--- src/verilog/run_ctl_map.vh ---
`ifndef RUN_CTL_MAP_VH
`define RUN_CTL_MAP_VH
// ==========================================================
// register byte addresses
`define ADDR_COMMAND     4'h0
`define ADDR_STATUS      4'h4
`define ADDR_PORT_STATUS 4'h8
// ==========================================================
// command register fields
`define CMD_RUN_BIT      0
`define CMD_RESET_BIT    1
`define CMD_DEBUG_BIT    5
`define CMD_RESET_VALUE  16'h0000
// ==========================================================
// status register fields
`define STS_SYSERR_BIT   3
`define STS_PROCERR_BIT  4
`define STS_HALTED_BIT   5
// ==========================================================
// port status/control fields
`define PSC_CONNECT_BIT  0
`define PSC_CONN_CHG_BIT 1
`define PSC_ENABLE_BIT   2
`define PSC_EN_CHG_BIT   3
`define PSC_LOWSPEED_BIT 8
// ==========================================================
// timing
`define BIT_TIME_NS      83
`define DETECT_BIT_TIMES 64
`define CLK_PERIOD_NS    20
`define RESET_CYCLES     4
`define SOF_PERIOD_CYCLES 50000
`endif

--- src/verilog/run_reset_ctl.v ---
`timescale 1ns/1ps
`include "run_ctl_map.vh"
// Behaviour
// - soft reset clears timers, machines, aborts transaction
// - hardware clears soft-reset bit when done
// - soft reset touches port bits 8,3:0 only
// - reset forces virtual disconnect, port disabled
// - disconnect sets change flags, clears low-speed
// - redetect connect and speed 64 bit times later
// - run bit set keeps schedule executing
// - run cleared: finish transaction, halt, flag
// - fatal errors clear run bit
// - normal stop resets frame counter
// - normal mode runs until run cleared
// - debug stop freezes counter, resumes later
// - debug: fetch clears run, execute, halt
// - debug skips inactive descriptors
// - debug end of frame waits next SOF
// - halted flag set on stop, write-one clear
// - host bus error sets flag, stops run
module run_reset_ctl #(
	parameter SOF_CYCLES = `SOF_PERIOD_CYCLES,
	parameter NPORTS     = 2
) (
	input  wire              aclk,
	input  wire              aresetn,
	input  wire [3:0]        s_axi_awaddr,
	input  wire              s_axi_awvalid,
	output reg               s_axi_awready,
	input  wire [31:0]       s_axi_wdata,
	input  wire [3:0]        s_axi_wstrb,
	input  wire              s_axi_wvalid,
	output reg               s_axi_wready,
	output reg  [1:0]        s_axi_bresp,
	output reg               s_axi_bvalid,
	input  wire              s_axi_bready,
	input  wire [3:0]        s_axi_araddr,
	input  wire              s_axi_arvalid,
	output reg               s_axi_arready,
	output reg  [31:0]       s_axi_rdata,
	output reg  [1:0]        s_axi_rresp,
	output reg               s_axi_rvalid,
	input  wire              s_axi_rready,
	input  wire              desc_fetched,
	input  wire              desc_active,
	input  wire              desc_done,
	input  wire              frame_has_more,
	input  wire              consistency_error,
	input  wire              host_bus_error,
	input  wire [NPORTS-1:0] port_attached,
	input  wire [NPORTS-1:0] port_low_speed,
	output reg               schedule_run,
	output reg               transaction_abort,
	output reg               start_of_frame,
	output reg               frame_count_clear,
	output reg  [NPORTS-1:0] port_connect
);
	localparam DETECT_NS     = `DETECT_BIT_TIMES * `BIT_TIME_NS;
	localparam DETECT_CYCLES = DETECT_NS / `CLK_PERIOD_NS;
	localparam ST_STOP  = 3'd0;
	localparam ST_RUN   = 3'd1;
	localparam ST_XFER  = 3'd2;
	localparam ST_WSOF  = 3'd3;
	localparam ST_WFET  = 3'd4;

	reg  [15:0] cmd_reg;
	reg  [5:0]  sts_reg;
	reg  [2:0]  state_reg;
	reg  [15:0] sof_cnt_reg;
	reg  [3:0]  rst_cnt_reg;
	reg  [9:0]  det_cnt_reg;
	reg         det_pend_reg;
	reg  [NPORTS*16-1:0] psc_reg;
	reg         aw_hold_reg;
	reg         w_hold_reg;
	reg  [3:0]  awaddr_reg;
	reg  [31:0] wdata_reg;
	reg  [3:0]  wstrb_reg;

	wire run      = cmd_reg[`CMD_RUN_BIT];
	wire debug    = cmd_reg[`CMD_DEBUG_BIT];
	wire soft_rst = cmd_reg[`CMD_RESET_BIT];
	wire do_write = aw_hold_reg && w_hold_reg && !s_axi_bvalid;
	wire wr_cmd   = do_write && awaddr_reg == `ADDR_COMMAND && wstrb_reg[0];
	wire wr_sts   = do_write && awaddr_reg == `ADDR_STATUS && wstrb_reg[0];
	wire fatal    = consistency_error || host_bus_error;
	// the frame timer keeps ticking through a debug step, so the end-of-frame wait always ends
	wire sof_tick = state_reg != ST_STOP && sof_cnt_reg == SOF_CYCLES - 1;
	// debug step: the fetch of an active descriptor drops run
	wire step_fetch = debug && desc_fetched && desc_active && state_reg == ST_RUN;

	// ==========================================================
	// axi write channel: address and data taken in either order
	always @(posedge aclk) begin
		if (!aresetn) begin
			aw_hold_reg   <= 1'b0;
			w_hold_reg    <= 1'b0;
			awaddr_reg    <= 4'h0;
			wdata_reg     <= 32'h00000000;
			wstrb_reg     <= 4'h0;
			s_axi_awready <= 1'b0;
			s_axi_wready  <= 1'b0;
			s_axi_bvalid  <= 1'b0;
			s_axi_bresp   <= 2'b00;
		end else begin
			s_axi_awready <= !aw_hold_reg && !s_axi_awready && s_axi_awvalid;
			s_axi_wready  <= !w_hold_reg && !s_axi_wready && s_axi_wvalid;
			if (s_axi_awvalid && s_axi_awready) begin
				aw_hold_reg <= 1'b1;
				awaddr_reg  <= {s_axi_awaddr[3:2], 2'b00};
			end
			if (s_axi_wvalid && s_axi_wready) begin
				w_hold_reg <= 1'b1;
				wdata_reg  <= s_axi_wdata;
				wstrb_reg  <= s_axi_wstrb;
			end
			if (do_write) begin
				s_axi_bvalid <= 1'b1;
				// unmapped addresses answer with a slave error
				s_axi_bresp  <= (awaddr_reg == `ADDR_COMMAND || awaddr_reg == `ADDR_STATUS ||
					awaddr_reg == `ADDR_PORT_STATUS) ? 2'b00 : 2'b10;
			end else if (s_axi_bvalid && s_axi_bready) begin
				s_axi_bvalid <= 1'b0;
				aw_hold_reg  <= 1'b0;
				w_hold_reg   <= 1'b0;
			end
		end
	end

	// ==========================================================
	// axi read channel
	always @(posedge aclk) begin
		if (!aresetn) begin
			s_axi_arready <= 1'b0;
			s_axi_rvalid  <= 1'b0;
			s_axi_rdata   <= 32'h00000000;
			s_axi_rresp   <= 2'b00;
		end else begin
			s_axi_arready <= !s_axi_rvalid && !s_axi_arready && s_axi_arvalid;
			if (s_axi_arvalid && s_axi_arready) begin
				s_axi_rvalid <= 1'b1;
				s_axi_rresp  <= 2'b00;
				case ({s_axi_araddr[3:2], 2'b00})
					`ADDR_COMMAND:     s_axi_rdata <= {16'h0000, cmd_reg};
					`ADDR_STATUS:      s_axi_rdata <= {26'h0000000, sts_reg};
					`ADDR_PORT_STATUS: s_axi_rdata <= {16'h0000, psc_reg[15:0]};
					default: begin
						s_axi_rdata <= 32'h00000000;
						s_axi_rresp <= 2'b10;
					end
				endcase
			end else if (s_axi_rvalid && s_axi_rready) begin
				s_axi_rvalid <= 1'b0;
			end
		end
	end

	// ==========================================================
	// command register, soft reset sequencing and run control
	always @(posedge aclk) begin
		if (!aresetn) begin
			cmd_reg     <= `CMD_RESET_VALUE;
			rst_cnt_reg <= 4'h0;
		end else begin
			if (wr_cmd) begin
				cmd_reg[7:0] <= wdata_reg[7:0];
				// a written zero cannot cut a running reset short
				cmd_reg[`CMD_RESET_BIT] <= soft_rst | wdata_reg[`CMD_RESET_BIT];
				if (wstrb_reg[1])
					cmd_reg[15:8] <= wdata_reg[15:8];
			end
			if (soft_rst) begin
				rst_cnt_reg <= rst_cnt_reg + 4'h1;
				cmd_reg[`CMD_RUN_BIT] <= 1'b0;
				if (rst_cnt_reg == `RESET_CYCLES - 1) begin
					cmd_reg[`CMD_RESET_BIT] <= 1'b0;
					rst_cnt_reg <= 4'h0;
				end
			end
			// hardware clear wins over a software set in the same cycle
			if (fatal)
				cmd_reg[`CMD_RUN_BIT] <= 1'b0;
			if (step_fetch)
				cmd_reg[`CMD_RUN_BIT] <= 1'b0;
		end
	end

	// ==========================================================
	// status flags: hardware set beats write-one clear
	always @(posedge aclk) begin
		if (!aresetn) begin
			sts_reg <= 6'h20;
		end else begin
			if (wr_sts)
				sts_reg <= sts_reg & ~wdata_reg[5:0];
			if (host_bus_error)
				sts_reg[`STS_SYSERR_BIT] <= 1'b1;
			if (consistency_error)
				sts_reg[`STS_PROCERR_BIT] <= 1'b1;
			if (state_reg == ST_RUN && !run && !step_fetch)
				sts_reg[`STS_HALTED_BIT] <= 1'b1;
			// at the end of a frame a debug step halts only after the next fetch
			if (state_reg == ST_XFER && desc_done && !run && !(debug && !frame_has_more))
				sts_reg[`STS_HALTED_BIT] <= 1'b1;
			if (state_reg == ST_WFET && desc_fetched && debug)
				sts_reg[`STS_HALTED_BIT] <= 1'b1;
		end
	end

	// ==========================================================
	// schedule machine and frame counter
	always @(posedge aclk) begin
		if (!aresetn || soft_rst) begin
			state_reg         <= ST_STOP;
			sof_cnt_reg       <= 16'h0000;
			schedule_run      <= 1'b0;
			// a single abort pulse on the first cycle of a soft reset
			transaction_abort <= aresetn && rst_cnt_reg == 4'h0;
			start_of_frame    <= 1'b0;
			frame_count_clear <= 1'b0;
		end else begin
			transaction_abort <= 1'b0;
			start_of_frame    <= sof_tick;
			frame_count_clear <= 1'b0;
			if (state_reg != ST_STOP && state_reg != ST_WSOF)
				sof_cnt_reg <= sof_tick ? 16'h0000 : sof_cnt_reg + 16'h0001;
			case (state_reg)
				ST_STOP: begin
					schedule_run <= 1'b0;
					if (run) begin
						state_reg    <= ST_RUN;
						schedule_run <= 1'b1;
					end
				end
				ST_RUN: begin
					if (!run && !step_fetch) begin
						state_reg <= ST_STOP;
						schedule_run <= 1'b0;
						if (!debug) begin
							sof_cnt_reg       <= 16'h0000;
							frame_count_clear <= 1'b1;
						end // debug keeps the counter frozen
					end else if (desc_fetched && desc_active) begin
						state_reg <= ST_XFER;
					end
				end
				ST_XFER: begin
					if (desc_done) begin
						if (debug && !frame_has_more)
							state_reg <= ST_WSOF;
						else if (!run) begin
							state_reg <= ST_STOP;
							schedule_run <= 1'b0;
							if (!debug)
								frame_count_clear <= 1'b1;
						end else
							state_reg <= ST_RUN;
					end
				end
				ST_WSOF: begin
					sof_cnt_reg <= sof_tick ? 16'h0000 : sof_cnt_reg + 16'h0001;
					if (sof_cnt_reg == SOF_CYCLES - 1)
						state_reg <= ST_WFET;
				end
				ST_WFET: begin
					if (desc_fetched) begin
						state_reg    <= ST_STOP;
						schedule_run <= 1'b0;
					end
				end
				default: state_reg <= ST_STOP;
			endcase
			if (state_reg == ST_STOP && !run)
				schedule_run <= 1'b0;
		end
	end

	// ==========================================================
	// redetect timer after soft reset ends
	always @(posedge aclk) begin
		if (!aresetn) begin
			det_cnt_reg  <= 10'h000;
			det_pend_reg <= 1'b0;
		end else if (soft_rst) begin
			det_cnt_reg  <= 10'h000;
			det_pend_reg <= 1'b1;
		end else if (det_pend_reg) begin
			det_cnt_reg <= det_cnt_reg + 10'h001;
			if (det_cnt_reg == DETECT_CYCLES[9:0] - 10'h001)
				det_pend_reg <= 1'b0;
		end
	end

	// ==========================================================
	// per-port status/control; only bits 8 and 3:0 see the soft reset
	genvar p;
	generate
		for (p = 0; p < NPORTS; p = p + 1) begin : g_port
			always @(posedge aclk) begin
				if (!aresetn) begin
					psc_reg[p*16 +: 16] <= 16'h0000;
					port_connect[p]     <= 1'b0;
				end else if (soft_rst) begin
					port_connect[p] <= 1'b0;
					psc_reg[p*16 + `PSC_CONNECT_BIT]  <= 1'b0;
					psc_reg[p*16 + `PSC_ENABLE_BIT]   <= 1'b0;
					psc_reg[p*16 + `PSC_CONN_CHG_BIT] <= 1'b1;
					psc_reg[p*16 + `PSC_EN_CHG_BIT]   <= 1'b1;
					psc_reg[p*16 + `PSC_LOWSPEED_BIT] <= 1'b0;
				end else if (det_pend_reg && det_cnt_reg == DETECT_CYCLES[9:0] - 10'h001) begin
					port_connect[p] <= port_attached[p];
					psc_reg[p*16 + `PSC_CONNECT_BIT]  <= port_attached[p];
					psc_reg[p*16 + `PSC_LOWSPEED_BIT] <= port_low_speed[p];
				end
			end
		end
	endgenerate
endmodule // run_reset_ctl

--- config.mk ---
export PLATFORM = sky130hd
export DESIGN_NAME = run_reset_ctl
export DESIGN_NICKNAME = d
export VERILOG_FILES = /design/src/verilog/run_reset_ctl.v
export VERILOG_INCLUDE_DIRS = /design/src /design/src/verilog
export SDC_FILE = /design/constraint.sdc
export NUM_CORES = 1
export LEC_CHECK = 0
export ABC_AREA = 1
export BUFFER_PORTS_ARGS = -buffer_cell sky130_fd_sc_hd__buf_2
export CAP_MARGIN = 10
export CORE_MARGIN = 5
export CORE_UTILIZATION = 30
export DETAILED_ROUTE_END_ITERATION = 6
export GPL_TIMING_DRIVEN = 0
export PLACE_DENSITY_LB_ADDON = 0.2
export SYNTH_ARGS = -nofsm -noshare
export SYNTH_HDL_FRONTEND = slang
export SYNTH_SLANG_ARGS = --single-unit
--- constraint.sdc ---
create_clock -name aclk -period 4.2 [get_ports aclk]
set_clock_uncertainty 0.2 [all_clocks]
set_input_delay 0.42 -clock aclk [delete_from_list [all_inputs] [get_ports aclk]]
set_output_delay 0.42 -clock aclk [all_outputs]
set_load 0.05 [all_outputs]
-- After elaboration in Yosys (flattened, before gate mapping)
Cells that the tools add are included.
- logic and storage cells: 180
- register bits after elaboration: 128
- bits of input ports: 61
- output and inout port bits: 47
- reductions and logical operators: 69
- equal/unequal tests: 20
- add/sub/neg operators: 3
- muxes and demuxes: 50
- bitwise logic cells: 4
- operators with widths (cell ; count):
    16-bit 2-to-1 mux ; 4
    16-bit one-hot mux with 3 select lines ; 1
    1-bit logical AND ; 35
    16-bit one-hot mux with 2 select lines ; 1
    1-bit 2-to-1 mux ; 28
    3-bit 2-to-1 mux ; 6
    16-bit by 1-bit adder with 16-bit output (second input constant) ; 1
    16-bit == test (second input constant) ; 1
    3-bit one-hot mux with 5 select lines ; 1
    1-bit logical NOT ; 12
    2-bit inequality test (second input constant) ; 6
    10-bit by 1-bit adder with 10-bit output (second input constant) ; 1
    10-bit by 9-bit == test with 1-bit output (second input constant) ; 1
    2-bit 2-to-1 mux ; 5
    4-bit logical NOT ; 2
    2-bit nonzero test ; 4
    4-bit OR reduction ; 2
    6-bit AND ; 1
    3-bit by 2-bit == test with 1-bit output (second input constant) ; 2
    6-bit inverter ; 1
    6-bit AND reduction ; 1
    5-bit 2-to-1 mux ; 1
    5-bit AND reduction ; 1
    4-bit by 1-bit adder with 4-bit output (second input constant) ; 1
    21 further kinds ; 27

-- Depth between registers and ports, before layout
Gate-level depths: netlist of the first run.
- depth after elaboration: 7
- mapped depth: 11
- gate-level depth less buffers: 11

-- Worst setup path after synthesis of the first run
Ideal clock, no wire load.
- kind: reg2reg
- from: register s_axi_wready
- to: register wdata_reg[15]
- arrival time: 1.393 ns
- data required time: 3.935 ns
- setup time: 0.065 ns
- buffers on the path: 1
- cell stages (with the launch flop): 6
- setup slack: 2.542 ns
- period minus slack after synthesis: 1.658 ns
- path through: dfxtp_1 > nand2_1 > inv_1 > clkbuf_1 > nor2_1 > nor2_1
- word-level cells in the longest chain between the ends: 1
- ends and longest elaborated chain (item ; line ; RTL):
    start: declaration ; run_reset_ctl.v:33 ; output reg s_axi_wready,
    start signal: assignment ; run_reset_ctl.v:107 ; s_axi_wready <= !w_hold_reg && !s_axi_wready && s_axi_wvalid;
    1-bit logical AND ; run_reset_ctl.v:112 ; if (s_axi_wvalid && s_axi_wready) begin
    end signal: assignment ; run_reset_ctl.v:114 ; wdata_reg <= s_axi_wdata;
    end: declaration ; run_reset_ctl.v:77 ; reg [31:0] wdata_reg;
Every way passes these cells.
A chain may end at the register's enable or synchronous reset.

-- Worst setup path in the final report of the first run
- from: register sof_cnt_reg[0]
- to: register state_reg[1]
- word-level cells in the longest chain between the ends: 3
- ends and longest elaborated chain (item ; line ; RTL):
    start: declaration ; run_reset_ctl.v:69 ; reg [15:0] sof_cnt_reg;
    start signal: assignment ; run_reset_ctl.v:226 ; sof_cnt_reg <= sof_tick ? 16'h0000 : sof_cnt_reg + 16'h0001;
    start signal: assignment ; run_reset_ctl.v:261 ; sof_cnt_reg <= sof_tick ? 16'h0000 : sof_cnt_reg + 16'h0001;
    16-bit == test ; run_reset_ctl.v:262 ; if (sof_cnt_reg == SOF_CYCLES - 1)
    2-bit inequality test (no source line) ; -- ;
    5-bit AND reduction (no source line) ; -- ;
    end signal: assignment ; run_reset_ctl.v:263 ; state_reg <= ST_WFET;
    end signal: assignment ; run_reset_ctl.v:267 ; state_reg <= ST_STOP;
    end signal: assignment ; run_reset_ctl.v:271 ; default: state_reg <= ST_STOP;
    end: declaration ; run_reset_ctl.v:68 ; reg [2:0] state_reg;
Every way passes these cells.

==> results of run 1 <==
[metrics by stage]
step           cells  util [%]  hold WS [ns]
4_1_cts         1033      36.2        0.0809
2_1_floorplan    731         -         0.223
6_report        1033      36.2        0.0981
3_5_place_dp    1017      34.4         0.230
5_1_grt         1033      36.2        0.0915
3_3_place_gp    1017      34.4         0.231
[worst min-delay path: cells and delay by family]
family        cells  cell delay, ns
buf+inv           1            0.10
simple gates      2            0.10
[per-layer routing]
metal | wire (microns) | GRT usage, % | up-vias
met5 | 0 | 0 | -
met4 | 164 | 3.81 | 0
met3 | 559 | 3.29 | 10
met2 | 5860 | 21.6 | 82
met1 | 6280 | 17.8 | 1984
li1 | - | - | 2443
[cell families after synthesis]
group | Yosys count | synth area share [%]
adder cells (fa/ha/maj) | 5 | 1.25
flip-flops | 109 | 43.4
other | 1 | 0.0747
XOR/XNOR | 13 | 2.27
AO/OA/AOI/OAI | 118 | 12.4
buffers and inverters | 112 | 10.3
AND/OR/NAND/NOR | 356 | 30.3
[power by group]
part	total [uW]	internal, uW	switching, uW
sequential	1100	1070	28.6
combinational	478	147	331
clock	833	415	418
total	2410	1630	778
[cell type report]
cell class              instances  area [sq um]
repair buffers                 66           330
plain buffers                  40           246
inverters                      72           270
clock buffers                  10           229
well taps                     220           275
flip-flops and latches        109          2180
multi-input cells             510          2390
clock inverters                 6          53.8
fillers                      1814         10600
[path summary, 6_finish.rpt]
kind,start,end,depth (start not counted)
max,sof_cnt_reg[0]$_SDFF_PP0_,state_reg[1]$_SDFFE_PP0P_,10
min,s_axi_arvalid,s_axi_arready$_SDFF_PN0_,3
min reg2reg,s_axi_awready$_SDFF_PN0_,s_axi_awready$_SDFF_PN0_,1
max reg2reg,sof_cnt_reg[0]$_SDFF_PP0_,state_reg[1]$_SDFFE_PP0P_,10
[layout by cell type, fill, tap and decap left out, types with 3 or more instances in the layout]
cell,n
nand2_1,137
nor2_1,127
dfxtp_1,109
buf_2,71
inv_1,66
o21ai_0,48
a21oi_1,48
nand3_1,46
buf_4,20
conb_1,18
nor3_1,16
clkbuf_1,13
o21ai_1,10
xor2_1,9
nor2_2,9
clkbuf_16,9
nand4_1,6
inv_2,5
ha_1,5
nand2_2,4
a31oi_1,4
xnor2_1,4
nand3_2,3
inv_6,3
==> impl_metrics.yaml, run 1 <==
synth:
  synth-seq-cells: 109
  ys_top_cells_by_count: "nand2_1 (137), nor2_1 (127), dfxtp_1 (109), inv_1 (66)"
  synthCells: 714
  synth_cell_types: 35
  synthMostInstantiatedCell: "nand2_1"
  async_flop_share_pct: 0
  synthTopCellsByArea: "dfxtp_1 (43%), nand2_1 (10%), nor2_1 (9.5%), inv_1 (4.9%), a21oi_1 (4.8%)"
  synth_ff_type: "dfxtp_1"
  synth.avg_cell_area_sq_um: 7.03
  synthDominantCellAreaShare_pct: 43.4
  yosys.area.top_type: "dfxtp_1"
  synth_warnings: 0
  seq_area_frac_synth_pct: 43.4
  synth_area_sq_mm: 0.00502
  synth_edf_count: 0
worst_hold_path:
  worstHoldPathType: "in -> reg"
placement:
  port_buffers: 66
  gp_congestion: 0.851
  pre_cts_ws_ns: 2.21
  post_dp_cell_area_sq_mm: 0.00569
  dp_hpwl_mm: 9.70
drt:
  vias_per_cell: 4.37
  postRouteAntennaNets: 0
  drt_iter0_markers: 206
  drt-pass1-iter-count: 4
  wl_mm: 12.9
  vias: 4519
  wire_per_inst_microns: 12.5
  drc: 0
floorplanning:
  start_util_pct: 30.4
  dieWidth_microns: 139
  rows: 47
  ios: 108
  fp.coreArea_sq_mm: 0.0165
  die_area_sq_mm: 0.0194
  die_y_microns: 139
timing:
  setup_violations: 0
  fin_ws_ns: 2.41
  period_minus_slack_ns: 1.79
  final_max_slew_viol_count: 0
  hold_viol: 0
  rsz0062_at_grt: "no"
  slew_headroom_pct: 61.8
  fmax_ghz: 0.559
  tightestPinTransition_ns: 0.573
  finalCritPeriodShare_pct: 42.6
  tns_ns: 0
critical_path:
  slowest_delay_ns: 0.36
  required_ns: 4.25
  path_class: "reg -> reg"
  crit_path_end_kind: "flop"
  rrSetupSlack_ns: 2.41
  worstPathCellList: "ha_1 > nand2_1 > inv_1 > nand2_1 > nor2_2 > nand2_1 > a21oi_2 > nand3_1 > nand2_1 > nor2_1"
  cp_data_arrival_time_ns: 1.84
  crit_family: "simple AND/OR/NAND/NOR gates"
  critical_path.slowest_cell: "dfxtp_1"
  worst-path-buf-inv: 1
  critical_path.startpoint_type: "flop"
  path_max_fanout: 3
  path_common_cell: "nand2_1"
power_and_ir_drop:
  fin_total_pwr_uw: 2410
  p_per_area_mw_per_mm2: 403
  ir_drop_v: 0.000251
  p_leak_uw: 0.00259
global_route:
  grt_pass1_vias: 4269
  grt_pass1_wl_mm: 21.1
  track_usage_pct: 13.4
  grt_max_degree: 20
  grt-ovfl-total: 0
  antenna_found_initial: 0
finish:
  diodes: 0
  fin_area_sq_mm: 0.00597
  nNetsFinal: 874
  drive_gt1_share_pct: 16.9
  synthToLayoutAreaGrowth_pct: 19.0
clocking:
  cts_resized: 0
  clk_latency_ns: 0.36
  htree_levels: 3
  cts_hold_buf: 0
  cts_made_buffers: 9
  clockBufferDepth: 2
  cts_sinks: 109
  path_clk_slew_ns: 0.08
  cts_tree: "done"
  cts_setup_buffers: 0
  root_buffer: "clkbuf_16"
run_status:
  status: "finished, final reports clean"
job:
  maxCapViolCount: 0
(Power assumes the default switching activity.)
==> run 2: changes to the inputs <==
clock period = 1.55 ns   (was 4.2 ns; I/O delays follow)
==> impl_metrics.yaml, run 2 (synthesis gave the netlist of run 1 again) <==
timing:
  slew_headroom_pct: 59.5
  tightestPinTransition_ns: 0.608
  finalCritPeriodShare_pct: 104
  period_minus_slack_ns: 1.61
  final_max_slew_viol_count: 0
  tns_ns: -0.335
  hold_viol: 0
  setup_violations: 8
  fmax_ghz: 0.622
  rsz0062_at_grt: "yes"
  fin_ws_ns: -0.0574
  fin_hold_ws_ns: 0.0116
clocking:
  htree_levels: 3
  clk_latency_ns: 0.36
  path_clk_slew_ns: 0.08
  root_buffer: "clkbuf_16"
  cts_sinks: 109
  cts_made_buffers: 9
  clockBufferDepth: 2
  cts_tree: "done"
finish:
  diodes: 0
  final_core_util_pct: 40.6
  multiInputGateArea_sq_mm: 0.00262
  seq_area_sq_mm: 0.00222
  mostFrequentLayoutCell: "nand2_1"
  synthToLayoutAreaGrowth_pct: 33.7
  nNetsFinal: 920
  layout_common_cells: "nand2_1 (129), nor2_1 (110), dfxtp_1 (92)"
  filler_cell_count: 1750
  drive_gt1_share_pct: 25.6
placement:
  dp_hpwl_mm: 9.74
  gp_congestion: 0.851
  port_buffers: 66
drt:
  wl_mm: 13.4
  postRouteAntennaNets: 0
  drt-pass1-iter-count: 4
  vias_per_cell: 4.40
  vias: 4744
  drt_iter0_markers: 166
  drc: 0
  wire_per_inst_microns: 12.4
global_route:
  grt_max_degree: 21
  grt_pass1_wl_mm: 22.0
  track_usage_pct: 13.8
  antenna_found_initial: 0
  grt-ovfl-total: 0
  grt_pass1_vias: 4371
critical_path:
  path_max_fanout: 3
  critical_path.slowest_cell: "dfxtp_4"
  slowest_delay_ns: 0.37
  worst-path-buf-inv: 1
  worstPathCellList: "ha_4 > nand2_2 > inv_2 > nand2_4 > nor2_4 > nand2_2 > nand2_1 > nand2_1 > nor2_2 > nor2_1 > nor2_1"
  path_class: "reg -> reg"
  required_ns: 1.65
  crit_path_end_kind: "flop"
  cp_data_arrival_time_ns: 1.70
  critical_path.startpoint_type: "flop"
  crit_family: "simple AND/OR/NAND/NOR gates"
floorplanning:
  fp.coreArea_sq_mm: 0.0165
  dieWidth_microns: 139
  die_area_sq_mm: 0.0194
  rows: 47
  start_util_pct: 30.4
  die_y_microns: 139
  ios: 108
run_status:
  violations: "setup timing"
  status: "finished, violations left"
power_and_ir_drop:
  ir_drop_v: 0.000568
  p_seq_share_pct: 44.1
  swShare_pct: 32.5
  p_int_uw: 4610
  clkPwrFrac_pct: 34.1
  switching_power_uw: 2220
  p_per_area_mw_per_mm2: 1020
  pwr-share-comb_pct: 21.8
  p_leak_uw: 0.00288
job:
  maxCapViolCount: 0
worst_hold_path:
  worstHoldPathType: "in -> reg"
run 2: cell types whose count changed in the layout (fill, tap and decap cells not counted), moves of 6 or more:
cell	change
nor2_2	+9
dfxtp_2	+10
dfxtp_1	-17
dfxtp_4	+7
nand2_2	+6
buf_4	+12
inv_1	-6
dlygate4sd3_1	+33
nor2_1	-17
nand3_1	-7
nand2_1	-8
nor2_4	+8
run 2: final timing paths:
check | cells past startpoint | startpoint | slack, ns | endpoint
hold / removal | 4 | s_axi_araddr[2] | 0.01 | s_axi_rdata[8]$_SDFFE_PN0P_
setup / recovery | 11 | sof_cnt_reg[1]$_SDFF_PP0_ | -0.06 | state_reg[0]$_SDFFE_PP0P_
hold reg to reg | 1 | s_axi_arready$_SDFF_PN0_ | 0.22 | s_axi_arready$_SDFF_PN0_
setup reg to reg | 11 | sof_cnt_reg[1]$_SDFF_PP0_ | -0.06 | state_reg[0]$_SDFFE_PP0P_
run 2: worst register-to-register path, stage by stage (launching register included):
cell	delay, ns
dfxtp_4	0.37
ha_4	0.14
nand2_2	0.05
inv_2	0.09
nand2_4	0.07
nor2_4	0.14
nand2_2	0.09
nand2_1	0.06
nand2_1	0.06
nor2_2	0.14
nor2_1	0.05
nor2_1	0.08
run 2: what timing repair did:
| action | in CTS | in global routing |
|---|---|---|
| pin swaps | 4 | 18 |
| endpoints found under the hold margin | 36 | 0 |
| setup endpoints to repair | 45 | 60 |
| hold buffers | 33 | 0 |
| buffers inserted | 6 | 8 |
| gates resized for setup | 28 | 73 |
run 2: metrics by stage:
step | power (uW) | instance area, sq um | cells | setup slack, ns
floorplan | 4010 | 5090 | 731 | 0.00267
global placement | 4340 | 5700 | 1017 | -0.212
detailed placement | 4340 | 5700 | 1017 | -0.221
CTS | 6780 | 6440 | 1071 | -0.0956
global route | 7170 | 6720 | 1079 | -0.173
finish | 6830 | 6720 | 1079 | -0.0574
run 2: layout make-up:
cell class                 count  area share [%]
clock inverter                 6           0.969
tap                          220            4.10
multi-input combinational    510            39.0
clock buffer                  10            3.41
timing repair buffer         113            11.5
inverter                      72            4.08
buffer                        39            3.87
sequential                   109            33.1
run 2: routing by layer:
metal	part of all wire [%]	vias to the layer above	wire, microns	GRT usage, %
met5	0	-	0	0
met4	1.6	0	211	4.27
met3	4.0	12	534	3.40
met2	46	80	6100	22.1
met1	49	2104	6520	18.4
li1	-	2548	-	-
run 2: power groups by stage:
| stage | clock network, uW | logic [uW] | registers, uW |
|---|---|---|---|
| floorplan | 0 | 915 | 3100 |
| global placement | 0 | 1300 | 3040 |
| detailed placement | 0 | 1300 | 3040 |
| CTS | 2410 | 1380 | 2990 |
| global route | 2490 | 1650 | 3030 |
| finish | 2330 | 1490 | 3010 |
